File: config.mk
export PLATFORM = sky130hd
export DESIGN_NAME = pci_dma_status_upper
export DESIGN_NICKNAME = d
export VERILOG_FILES = /design/src/design/dma_status_pkg.sv /design/src/design/sticky_flags.sv /design/src/design/pci_dma_status_upper.sv
export VERILOG_INCLUDE_DIRS = /design/src /design/src/design
export SDC_FILE = /design/constraint.sdc
export NUM_CORES = 1
export LEC_CHECK = 0
export BUFFER_PORTS_ARGS = -buffer_cell sky130_fd_sc_hd__buf_4
export CAP_MARGIN = 0
export CELL_PAD_IN_SITES_DETAIL_PLACEMENT = 0
export CELL_PAD_IN_SITES_GLOBAL_PLACEMENT = 1
export CORE_UTILIZATION = 28
export CTS_BUF_LIST = sky130_fd_sc_hd__clkbuf_8 sky130_fd_sc_hd__clkbuf_16
export DETAILED_ROUTE_END_ITERATION = 16
export PLACE_DENSITY = 0.86
export SETUP_SLACK_MARGIN = 0.05
export SYNTH_ARGS = -nofsm -noshare
export SYNTH_HDL_FRONTEND = slang
export SYNTH_SLANG_ARGS = --single-unit
File: constraint.sdc
create_clock -name clk_sys -period 1.2 [get_ports clk_sys]
set_input_delay 0.24 -clock clk_sys [delete_from_list [all_inputs] [get_ports clk_sys]]
set_output_delay 0.24 -clock clk_sys [all_outputs]
set_load 0.01 [all_outputs]
File: src/design/dma_status_defines.svh
`ifndef DMA_STATUS_DEFINES_SVH
`define DMA_STATUS_DEFINES_SVH

// ----------------------------------------------------------------
// register offsets
// ----------------------------------------------------------------
`define OFS_CHANNEL_STATUS 16'hd228
`define OFS_IRQ_STATUS 16'hd230
`define OFS_IRQ_CLEAR 16'hd238
`define OFS_IRQ_ENABLE 16'hd240
`define OFS_DONE_ENABLE 16'hd248

// ----------------------------------------------------------------
// channel status field positions
// ----------------------------------------------------------------
`define ST_REQUEST_DELAY_COUNT_LSB 24
`define ST_REQUEST_DELAY_COUNT_MSB 29
`define ST_FIFO_BYTE_COUNT_LSB 20
`define ST_FIFO_BYTE_COUNT_MSB 23
`define ST_WPTR_LSB 18
`define ST_WPTR_MSB 19
`define ST_RPTR_LSB 16
`define ST_RPTR_MSB 17
`define ST_ERR_IRQ 11
`define ST_DONE_IRQ 10
`define ST_CHAIN_EN 9
`define ST_XFR_ACTIVE 8
`define ST_ABORT 7
`define ST_CHAIN_DONE 6
`define ST_XFR_DONE 5
`define ST_ERR_MSB 3
`define ST_ERR_LSB 0

// ----------------------------------------------------------------
// done enable register fields
// ----------------------------------------------------------------
`define DE_CHAIN_DONE 0
`define DE_XFR_DONE 1
`define DE_ERROR 2

// ----------------------------------------------------------------
// block interrupt event bits
// ----------------------------------------------------------------
`define EV_CHAIN_DONE 0
`define EV_XFR_DONE 1
`define EV_ERROR 2
`define EV_BAD_ACCESS 3

// ----------------------------------------------------------------
// widths and reset values
// ----------------------------------------------------------------
`define EV_COUNT 4
`define DE_COUNT 3
`define LOW_FLAG_COUNT 6
`define RESET_WORD 64'h0000_0000_0000_0000

`endif

File: src/design/dma_status_pkg.sv
package dma_status_pkg;

    // ----------------------------------------------------------------
    // register select
    // ----------------------------------------------------------------
    typedef enum logic [2:0] {
        SEL_NONE = 3'b000,
        SEL_STATUS = 3'b001,
        SEL_IRQ_STATUS = 3'b010,
        SEL_IRQ_CLEAR = 3'b011,
        SEL_IRQ_ENABLE = 3'b100,
        SEL_DONE_ENABLE = 3'b101
    } reg_sel_e;

    typedef logic [63:0] word_t;

endpackage

File: src/design/sticky_flags.sv
// ----------------------------------------------------------------
// sticky flag bank, set wins over clear
// ----------------------------------------------------------------
module sticky_flags #(
    parameter int WIDTH = 4
) (
    // clock and reset
    input wire logic clk_sys,
    input wire logic arst_n,
    // events and clears
    input wire logic [WIDTH-1:0] set_pulse,
    input wire logic [WIDTH-1:0] clear_mask,
    // state
    output logic [WIDTH-1:0] flags
);

    logic [WIDTH-1:0] flags_reg;
    logic [WIDTH-1:0] flags_next;

    always_comb begin
        flags_next = (flags_reg & ~clear_mask) | set_pulse;
    end

    always_ff @(posedge clk_sys or negedge arst_n) begin
        if (!arst_n) begin
            flags_reg <= '0;
        end else begin
            flags_reg <= flags_next;
        end
    end

    assign flags = flags_reg;

endmodule // sticky_flags

File: src/design/pci_dma_status_upper.sv
`include "dma_status_defines.svh"

module pci_dma_status_upper
    import dma_status_pkg::*;
#(
    parameter int ADDR_W = 16,
    parameter int ERR_W = 4
) (
    // clock and reset
    input wire logic clk_sys,
    input wire logic arst_n,
    // register port
    input wire logic [ADDR_W-1:0] reg_addr,
    input wire logic [63:0] reg_wdata,
    input wire logic reg_wr,
    input wire logic reg_rd,
    output logic [63:0] reg_rdata,
    // channel engine state
    input wire logic [5:0] request_delay_count,
    input wire logic [3:0] fifo_byte_count,
    input wire logic [1:0] fifo_write_pointer,
    input wire logic [1:0] fifo_read_pointer,
    input wire logic chain_enable,
    input wire logic transfer_active,
    // channel engine events
    input wire logic chain_done_event,
    input wire logic transfer_done_event,
    input wire logic [ERR_W-1:0] error_event,
    // status towards the system
    output logic error_irq_pending,
    output logic completion_irq_pending,
    output logic irq
);

    // ----------------------------------------------------------------
    // decode helpers
    // ----------------------------------------------------------------
    function automatic reg_sel_e decode(input logic [ADDR_W-1:0] addr);
        reg_sel_e sel;
        sel = SEL_NONE;
        case (addr)
            ADDR_W'(`OFS_CHANNEL_STATUS): sel = SEL_STATUS;
            ADDR_W'(`OFS_IRQ_STATUS): sel = SEL_IRQ_STATUS;
            ADDR_W'(`OFS_IRQ_CLEAR): sel = SEL_IRQ_CLEAR;
            ADDR_W'(`OFS_IRQ_ENABLE): sel = SEL_IRQ_ENABLE;
            ADDR_W'(`OFS_DONE_ENABLE): sel = SEL_DONE_ENABLE;
            default: sel = SEL_NONE;
        endcase
        return sel;
    endfunction

    function automatic logic [ERR_W-1:0] err_field(input word_t w);
        return w[`ST_ERR_LSB +: ERR_W];
    endfunction

    // ----------------------------------------------------------------
    // access decode
    // ----------------------------------------------------------------
    reg_sel_e wr_sel;
    reg_sel_e rd_sel;
    logic wr_status;
    logic wr_irq_clear;
    logic wr_irq_enable;
    logic wr_done_enable;
    logic bad_access;

    always_comb begin
        wr_sel = decode(reg_addr);
        wr_status = reg_wr && (wr_sel == SEL_STATUS);
        wr_irq_clear = reg_wr && (wr_sel == SEL_IRQ_CLEAR);
        wr_irq_enable = reg_wr && (wr_sel == SEL_IRQ_ENABLE);
        wr_done_enable = reg_wr && (wr_sel == SEL_DONE_ENABLE);
    end

    always_comb begin
        rd_sel = decode(reg_addr);
        // unmapped address, or a read of the write-only clear word
        bad_access = ((reg_wr || reg_rd) && (rd_sel == SEL_NONE))
            || (reg_rd && (rd_sel == SEL_IRQ_CLEAR));
    end

    // ----------------------------------------------------------------
    // lower status flags: errors, chain done, transfer done
    // ----------------------------------------------------------------
    logic [`LOW_FLAG_COUNT-1:0] low_set;
    logic [`LOW_FLAG_COUNT-1:0] low_clear;
    logic [`LOW_FLAG_COUNT-1:0] low_flags;
    logic [ERR_W-1:0] err_flags;
    logic chain_done_flag;
    logic transfer_done_flag;
    logic chain_abort_flag;

    always_comb begin
        low_set = {chain_done_event, transfer_done_event, error_event};
    end

    // ----------------------------------------------------------------
    // write-one-clear decode of the status word
    // ----------------------------------------------------------------
    logic chain_done_clear;
    logic transfer_done_clear;
    logic [ERR_W-1:0] err_clear;

    always_comb begin
        chain_done_clear = 1'b0;
        transfer_done_clear = 1'b0;
        err_clear = '0;
        if (wr_status) begin
            chain_done_clear = reg_wdata[`ST_CHAIN_DONE];
            transfer_done_clear = reg_wdata[`ST_XFR_DONE];
            err_clear = err_field(reg_wdata);
        end
        low_clear = {chain_done_clear, transfer_done_clear, err_clear};
    end

    sticky_flags #(
        .WIDTH(`LOW_FLAG_COUNT)
    ) u_low_flags (
        .clk_sys(clk_sys),
        .arst_n(arst_n),
        .set_pulse(low_set),
        .clear_mask(low_clear),
        .flags(low_flags)
    );

    assign err_flags = low_flags[ERR_W-1:0];
    assign transfer_done_flag = low_flags[ERR_W];
    assign chain_done_flag = low_flags[ERR_W+1];
    assign chain_abort_flag = |err_flags;

    // ----------------------------------------------------------------
    // done interrupt enables
    // ----------------------------------------------------------------
    logic [`DE_COUNT-1:0] done_enable_reg;
    logic chain_done_irq_enable;
    logic transfer_done_irq_enable;
    logic error_irq_enable;

    always_ff @(posedge clk_sys or negedge arst_n) begin
        if (!arst_n) begin
            done_enable_reg <= '0;
        end else if (wr_done_enable) begin
            done_enable_reg <= reg_wdata[`DE_COUNT-1:0];
        end
    end

    assign chain_done_irq_enable = done_enable_reg[`DE_CHAIN_DONE];
    assign transfer_done_irq_enable = done_enable_reg[`DE_XFR_DONE];
    assign error_irq_enable = done_enable_reg[`DE_ERROR];

    // ----------------------------------------------------------------
    // request terms
    // ----------------------------------------------------------------
    logic err_req;
    logic done_req;

    always_comb begin
        err_req = chain_abort_flag && error_irq_enable;
    end

    always_comb begin
        done_req = (chain_done_flag && chain_done_irq_enable)
            || (transfer_done_flag && transfer_done_irq_enable);
    end

    // ----------------------------------------------------------------
    // block interrupt: sticky events, clear and enable words
    // ----------------------------------------------------------------
    logic [`EV_COUNT-1:0] ev_set;
    logic [`EV_COUNT-1:0] ev_clear;
    logic [`EV_COUNT-1:0] ev_flags;
    logic [`EV_COUNT-1:0] ev_enable_reg;

    always_comb begin
        ev_set = '0;
        ev_set[`EV_CHAIN_DONE] = chain_done_event;
        ev_set[`EV_XFR_DONE] = transfer_done_event;
        ev_set[`EV_ERROR] = |error_event;
        ev_set[`EV_BAD_ACCESS] = bad_access;
    end

    always_comb begin
        ev_clear = wr_irq_clear ? reg_wdata[`EV_COUNT-1:0] : '0;
    end

    sticky_flags #(
        .WIDTH(`EV_COUNT)
    ) u_event_flags (
        .clk_sys(clk_sys),
        .arst_n(arst_n),
        .set_pulse(ev_set),
        .clear_mask(ev_clear),
        .flags(ev_flags)
    );

    always_ff @(posedge clk_sys or negedge arst_n) begin
        if (!arst_n) begin
            ev_enable_reg <= '0;
        end else if (wr_irq_enable) begin
            ev_enable_reg <= reg_wdata[`EV_COUNT-1:0];
        end
    end

    // ----------------------------------------------------------------
    // block interrupt term
    // ----------------------------------------------------------------
    logic irq_next;

    always_comb begin
        irq_next = |(ev_flags & ev_enable_reg);
    end

    // ----------------------------------------------------------------
    // channel status word
    // ----------------------------------------------------------------
    word_t status_word;

    always_comb begin
        // reserved bits stay zero from the base word
        status_word = `RESET_WORD;
        status_word[`ST_REQUEST_DELAY_COUNT_MSB:`ST_REQUEST_DELAY_COUNT_LSB] = request_delay_count;
        status_word[`ST_FIFO_BYTE_COUNT_MSB:`ST_FIFO_BYTE_COUNT_LSB] = fifo_byte_count;
        status_word[`ST_WPTR_MSB:`ST_WPTR_LSB] = fifo_write_pointer;
        status_word[`ST_RPTR_MSB:`ST_RPTR_LSB] = fifo_read_pointer;
        status_word[`ST_ERR_IRQ] = err_req;
        status_word[`ST_DONE_IRQ] = done_req;
        status_word[`ST_CHAIN_EN] = chain_enable;
        status_word[`ST_XFR_ACTIVE] = transfer_active;
        status_word[`ST_ABORT] = chain_abort_flag;
        status_word[`ST_CHAIN_DONE] = chain_done_flag;
        status_word[`ST_XFR_DONE] = transfer_done_flag;
        status_word[`ST_ERR_LSB +: ERR_W] = err_flags;
    end

    // ----------------------------------------------------------------
    // read data, one cycle after the strobe
    // ----------------------------------------------------------------
    word_t rdata_reg;
    word_t rdata_next;

    always_comb begin
        rdata_next = `RESET_WORD;
        if (reg_rd) begin
            case (rd_sel)
                SEL_STATUS: rdata_next = status_word;
                SEL_IRQ_STATUS: rdata_next[`EV_COUNT-1:0] = ev_flags;
                SEL_IRQ_ENABLE: rdata_next[`EV_COUNT-1:0] = ev_enable_reg;
                SEL_DONE_ENABLE: rdata_next[`DE_COUNT-1:0] = done_enable_reg;
                default: rdata_next = `RESET_WORD;
            endcase
        end
    end

    always_ff @(posedge clk_sys or negedge arst_n) begin
        if (!arst_n) begin
            rdata_reg <= `RESET_WORD;
        end else begin
            rdata_reg <= rdata_next;
        end
    end

    // ----------------------------------------------------------------
    // registered outputs
    // ----------------------------------------------------------------
    logic err_req_reg;
    logic done_req_reg;
    logic irq_reg;

    always_ff @(posedge clk_sys or negedge arst_n) begin
        if (!arst_n) begin
            err_req_reg <= 1'b0;
        end else begin
            err_req_reg <= err_req;
        end
    end

    always_ff @(posedge clk_sys or negedge arst_n) begin
        if (!arst_n) begin
            done_req_reg <= 1'b0;
        end else begin
            done_req_reg <= done_req;
        end
    end

    always_ff @(posedge clk_sys or negedge arst_n) begin
        if (!arst_n) begin
            irq_reg <= 1'b0;
        end else begin
            irq_reg <= irq_next;
        end
    end

    assign reg_rdata = rdata_reg;
    assign error_irq_pending = err_req_reg;
    assign completion_irq_pending = done_req_reg;
    assign irq = irq_reg;

endmodule // pci_dma_status_upper

Yosys cells after proc, flatten, opt, wreduce, memory -nomap -nowiden --
Index checks and enable logic that the tools add are counted.
Word-level totals: register bits after elaboration 84, logic and storage cells 50, input bits 106
Cells by class: bitwise operators 7, reductions and logical operators 16, mux-type cells 9, equality and inequality tests 10
Operators with widths (count):
- $eq 16x16->1 const B | 5
- $mux 30 | 1
- $mux 26 | 1
- $pmux 3 s5 | 1
- $pmux 3 s4 | 1
- $reduce_or 4->1 | 3
- $logic_and 1x1->1 | 9
- $and 4x4->4 | 2
- $mux 4 | 2
- $and 6x6->6 | 1
- $eq 3x2->1 const B | 2
- $eq 3x3->1 const B | 2
- $not 6->6 | 1
- $or 6x6->6 | 1
- $not 4->4 | 1
- $or 4x4->4 | 1
- $eq 3x1->1 const B | 1
- $logic_not 3->1 | 1
- $logic_or 1x1->1 | 3
- $pmux 1 s3 | 1
- $mux 1 | 2

Logic depth before layout (Yosys ltp) --
depth in word-level cells 8, gate-level depth with buffers 6, depth with buffers taken out 4

Hierarchy --
From an unflattened synthesis, not the netlist that was laid out.
Second synthesis, totals: cell total of the unflattened synthesis 207, area total of the unflattened synthesis 2264.7 um^2
By module, submodules not included:
- pci_dma_status_upper | seq. area each 875.8 um^2, area each 1901.8 um^2, times used 1, cells an instance 177
- sticky_flags at u_low_flags | seq. area each 150.1 um^2, area each 217.7 um^2, times used 1, cells an instance 18
- sticky_flags at u_event_flags | seq. area each 100.1 um^2, area each 145.1 um^2, times used 1, cells an instance 12

Worst setup path before layout --
Ideal clock, no wire load.
path kind input-to-reg, from input port reg_addr[7], to register ev_enable_reg[0], arrival 1.410 ns, stages on the path 6, setup slack -0.335 ns, required time 1.075 ns, buffers on the path 2, library setup time 0.125 ns, cell sequence nor4b_1 -> and3_2 -> buf_6 -> and3_1 -> buf_6 -> mux2_4
Between the ends: cells in the longest elaborated chain, start to end 4
Ends and longest elaborated chain:
- start, declared | RTL line pci_dma_status_upper.sv:13 | input wire logic [ADDR_W-1:0] reg_addr,
- $eq 16x16->1 | RTL line pci_dma_status_upper.sv:41 | case (addr)
- $pmux 3 s5 * | RTL line pci_dma_status_upper.sv:41
- $eq 3x3->1 * | RTL line pci_dma_status_upper.sv:71 | wr_irq_enable = reg_wr && (wr_sel == SEL_IRQ_ENABLE);
- $logic_and 1x1->1 * | RTL line pci_dma_status_upper.sv:71
- end signal, assigned | RTL line pci_dma_status_upper.sv:200 | ev_enable_reg <= reg_wdata[`EV_COUNT-1:0];
- end, declared | RTL line pci_dma_status_upper.sv:172 | logic [`EV_COUNT-1:0] ev_enable_reg;
Every way passes the cells marked *; elsewhere a longest branch is shown, timed or not. A chain may end at the register's enable or synchronous reset.

Worst setup path in the final report --
from input port reg_addr[13], to register ev_enable_reg[2]
The elaborated chain is that of the path after synthesis.

==> metrics.yaml <==
cts.clk_slew.worst_paths_ns: 0.09
max_cap_violations: 0
power_switching_uw: 723
post-route-min-period_ns: 1.20
clk_latency_ns: 0.30
ir_drop_v: 0.000444
violations: "negative setup slack"
largest_reg_flops: 25
synth-edff-count: 0
syn_area_per_cell_um2: 11.7
final_max_slew_viol_count: 0
crit_path_start_kind: "input port"
drt-initial-drc-count: 74
required_ns: 1.40
skew_ns: 0.0108
gp_congestion: 0.830
hold_ws_ns: 0.120
grt_max_degree: 46
drcViolationCount: 0
htree_levels: 2
core_area_um2: 7730
die_x_um: 91.2
cts.sinks: 45
dp.cells: 376
drive_gt1_share_pct: 48.3
die_h_um: 91.2
grt-ovfl-total: 0
ys_types: 39
fmaxAchievable_mhz: 832
combPwrFrac_pct: 11.9
worstMarginPinSlew_ns: 0.548
area_growth_pct: 38.9
ios: 173
start_util_pct: 28.8
setup_ws_ns: -0.00235
ys_top_cells_by_area: "dfrtp_1, buf_4, and2_1, a21o_1, buf_6"
io_buffers: 75
end_kind: "register"
p_leak_uw: 0.00155
fin_crit_sh_pct: 100
grt_pass1_wl_um: 7880
cts_tree: "built"
finalNetCount: 391
p_sw_share_pct: 25.7
yosysWarnings: 0
vias_per_cell: 4.22
rsz0062_at_grt: "true"
placed_area_um2: 2840
cts_buffers: 5
synth-seq-area-share_pct: 50.5
synth_top_area_share_pct: 50.5
async_flop_share_pct: 100
drt_wl_total_um: 4990
dieArea_um2: 8320
detail_route.wl_per_cell_um: 12.8
hold_path_class: "input port to register"
synthFlopType: "dfrtp_1"
worstPathArrival_ns: 1.40
cts-root-buf: "clkbuf_8"
hpwl_um: 3750
crit_fanout: 4
powerDensity_nw_per_um2: 910
syn_area_um2: 2230
setup_viol: 4
synthesis.instances: 190
ys_ff_latch: 45
vias: 1636
rows: 32
final-hold-violation-count: 0
relSlewSlack_pct: 63.5
power.internal_uw: 2090
crit_type: "input port to register"
layout.cells.non_filler: 388
insertedDiodeCount: 0
clock_power_share_pct: 34.3
clockBufferDepth: 2
pwr-share-seq_pct: 53.8
grt.total_usage_pct: 12.3
outcome: "complete, but fails checks"
fin_area_um2: 3090
synth_area_leader_cell: "dfrtp_1"
grt_pass1_vias: 1615
antenna_left: 0
antenna_found_initial: 0
first_pass_iters: 5
cells by family after synthesis:
kind of cell / share of synthesized area [%]
other: 0.168
AND/OR/NAND/NOR: 18.4
buffers and inverters: 16.8
multiplexers: 5.22
AO/OA/AOI/OAI: 8.48
XOR/XNOR: 0.393
flip-flops: 50.5
cell usage in the layout, fill, tap and decap left out, types with 5 or more instances in the layout:
master    instances
buf_4            91
dfrtp_1          45
conb_1           39
and2_1           10
and2_4           10
a21o_1            9
mux2_4            8
nor2_1            7
nand4_1           6
and3_4            5
nand2_1           5
clkbuf_8          5
critical path, cell delays in order:
cell and delay, ns:
buf_4 0.12, nor4b_4 0.28, and3_4 0.23, and3_4 0.23, mux2_4 0.30
power groups by stage:
stage	sequential [uW]	combinational (uW)	clock, uW
after global placement	1550	308	0
final	1520	335	966
after detailed placement	1550	308	0
after floorplan	1550	213	0
after CTS	1520	333	1000
after global routing	1520	364	1070
routing by layer:
| metal | global-route usage, % | up-vias | wire, um |
|---|---|---|---|
| met5 | 0 | - | 0 |
| met1 | 13.5 | 767 | 1930 |
| met3 | 4.19 | 8 | 440 |
| met4 | 3.97 | 0 | 81 |
| met2 | 22.1 | 98 | 2530 |
| li1 | - | 763 | - |
cell usage after synthesis, types with 2 or more instances:
cell type	number
dfrtp_1	45
buf_4	39
and2_1	20
a21o_1	9
nor2_1	7
buf_6	6
nand4_1	6
mux2_2	5
nand2_1	5
nand3_1	5
mux2_4	4
a22oi_1	3
and3_2	3
a222oi_1	2
buf_2	2
nand3b_1	2
nor2b_1	2
nor3b_4	2
nor4b_1	2
o21ai_0	2
stage by stage:
stage	total power [uW]	util, %	worst slack [ns]	TNS [ns]
after floorplan	1760	-	-0.306	-3.87
after global placement	1850	36.8	-0.411	-12.86
after detailed placement	1850	36.8	-0.537	-17.61
after CTS	2850	39.5	-0.000522	-0.000522
after global routing	2950	40.0	-0.0595	-0.470
final	2820	40.0	-0.00235	-0.00850
path summary, 6_finish.rpt:
path	startpoint	to	slack, ns	cells past startpoint
max	reg_addr[13]	ev_enable_reg[2]	-0.002	5
min	transfer_done_event	u_low_flags.flags[4]	0.12	2
max reg2reg	done_enable_reg[1]	reg_rdata[1]	0.02	3
min reg2reg	u_event_flags.flags[2]	u_event_flags.flags[2]	0.52	1
max in group asynchronous	arst_n	reg_rdata[17]	0.36	2
min in group asynchronous	arst_n	reg_rdata[26]	0.46	2
repair_timing:
item | 4_1_cts | 5_1_grt
pin swaps | 7 | 8
hold buffers | 1 | 0
cloned | 1 | 0
buffers inserted | 2 | 0
hold endpoints to repair | 45 | 0
setup endpoints to repair | 37 | 36
resized for setup | 17 | 14
layout make-up:
class	instances	area [um2]
Fill cell	743	4630
Sequential cell	45	1130
Multi-Input combinational cell	136	1000
Timing Repair Buffer	96	738
Tap cell	102	128
Clock buffer	5	68.8
Clock inverter	3	25.0
Inverter	1	3.75
No activity file was read; power rests on OpenSTA's default activity.
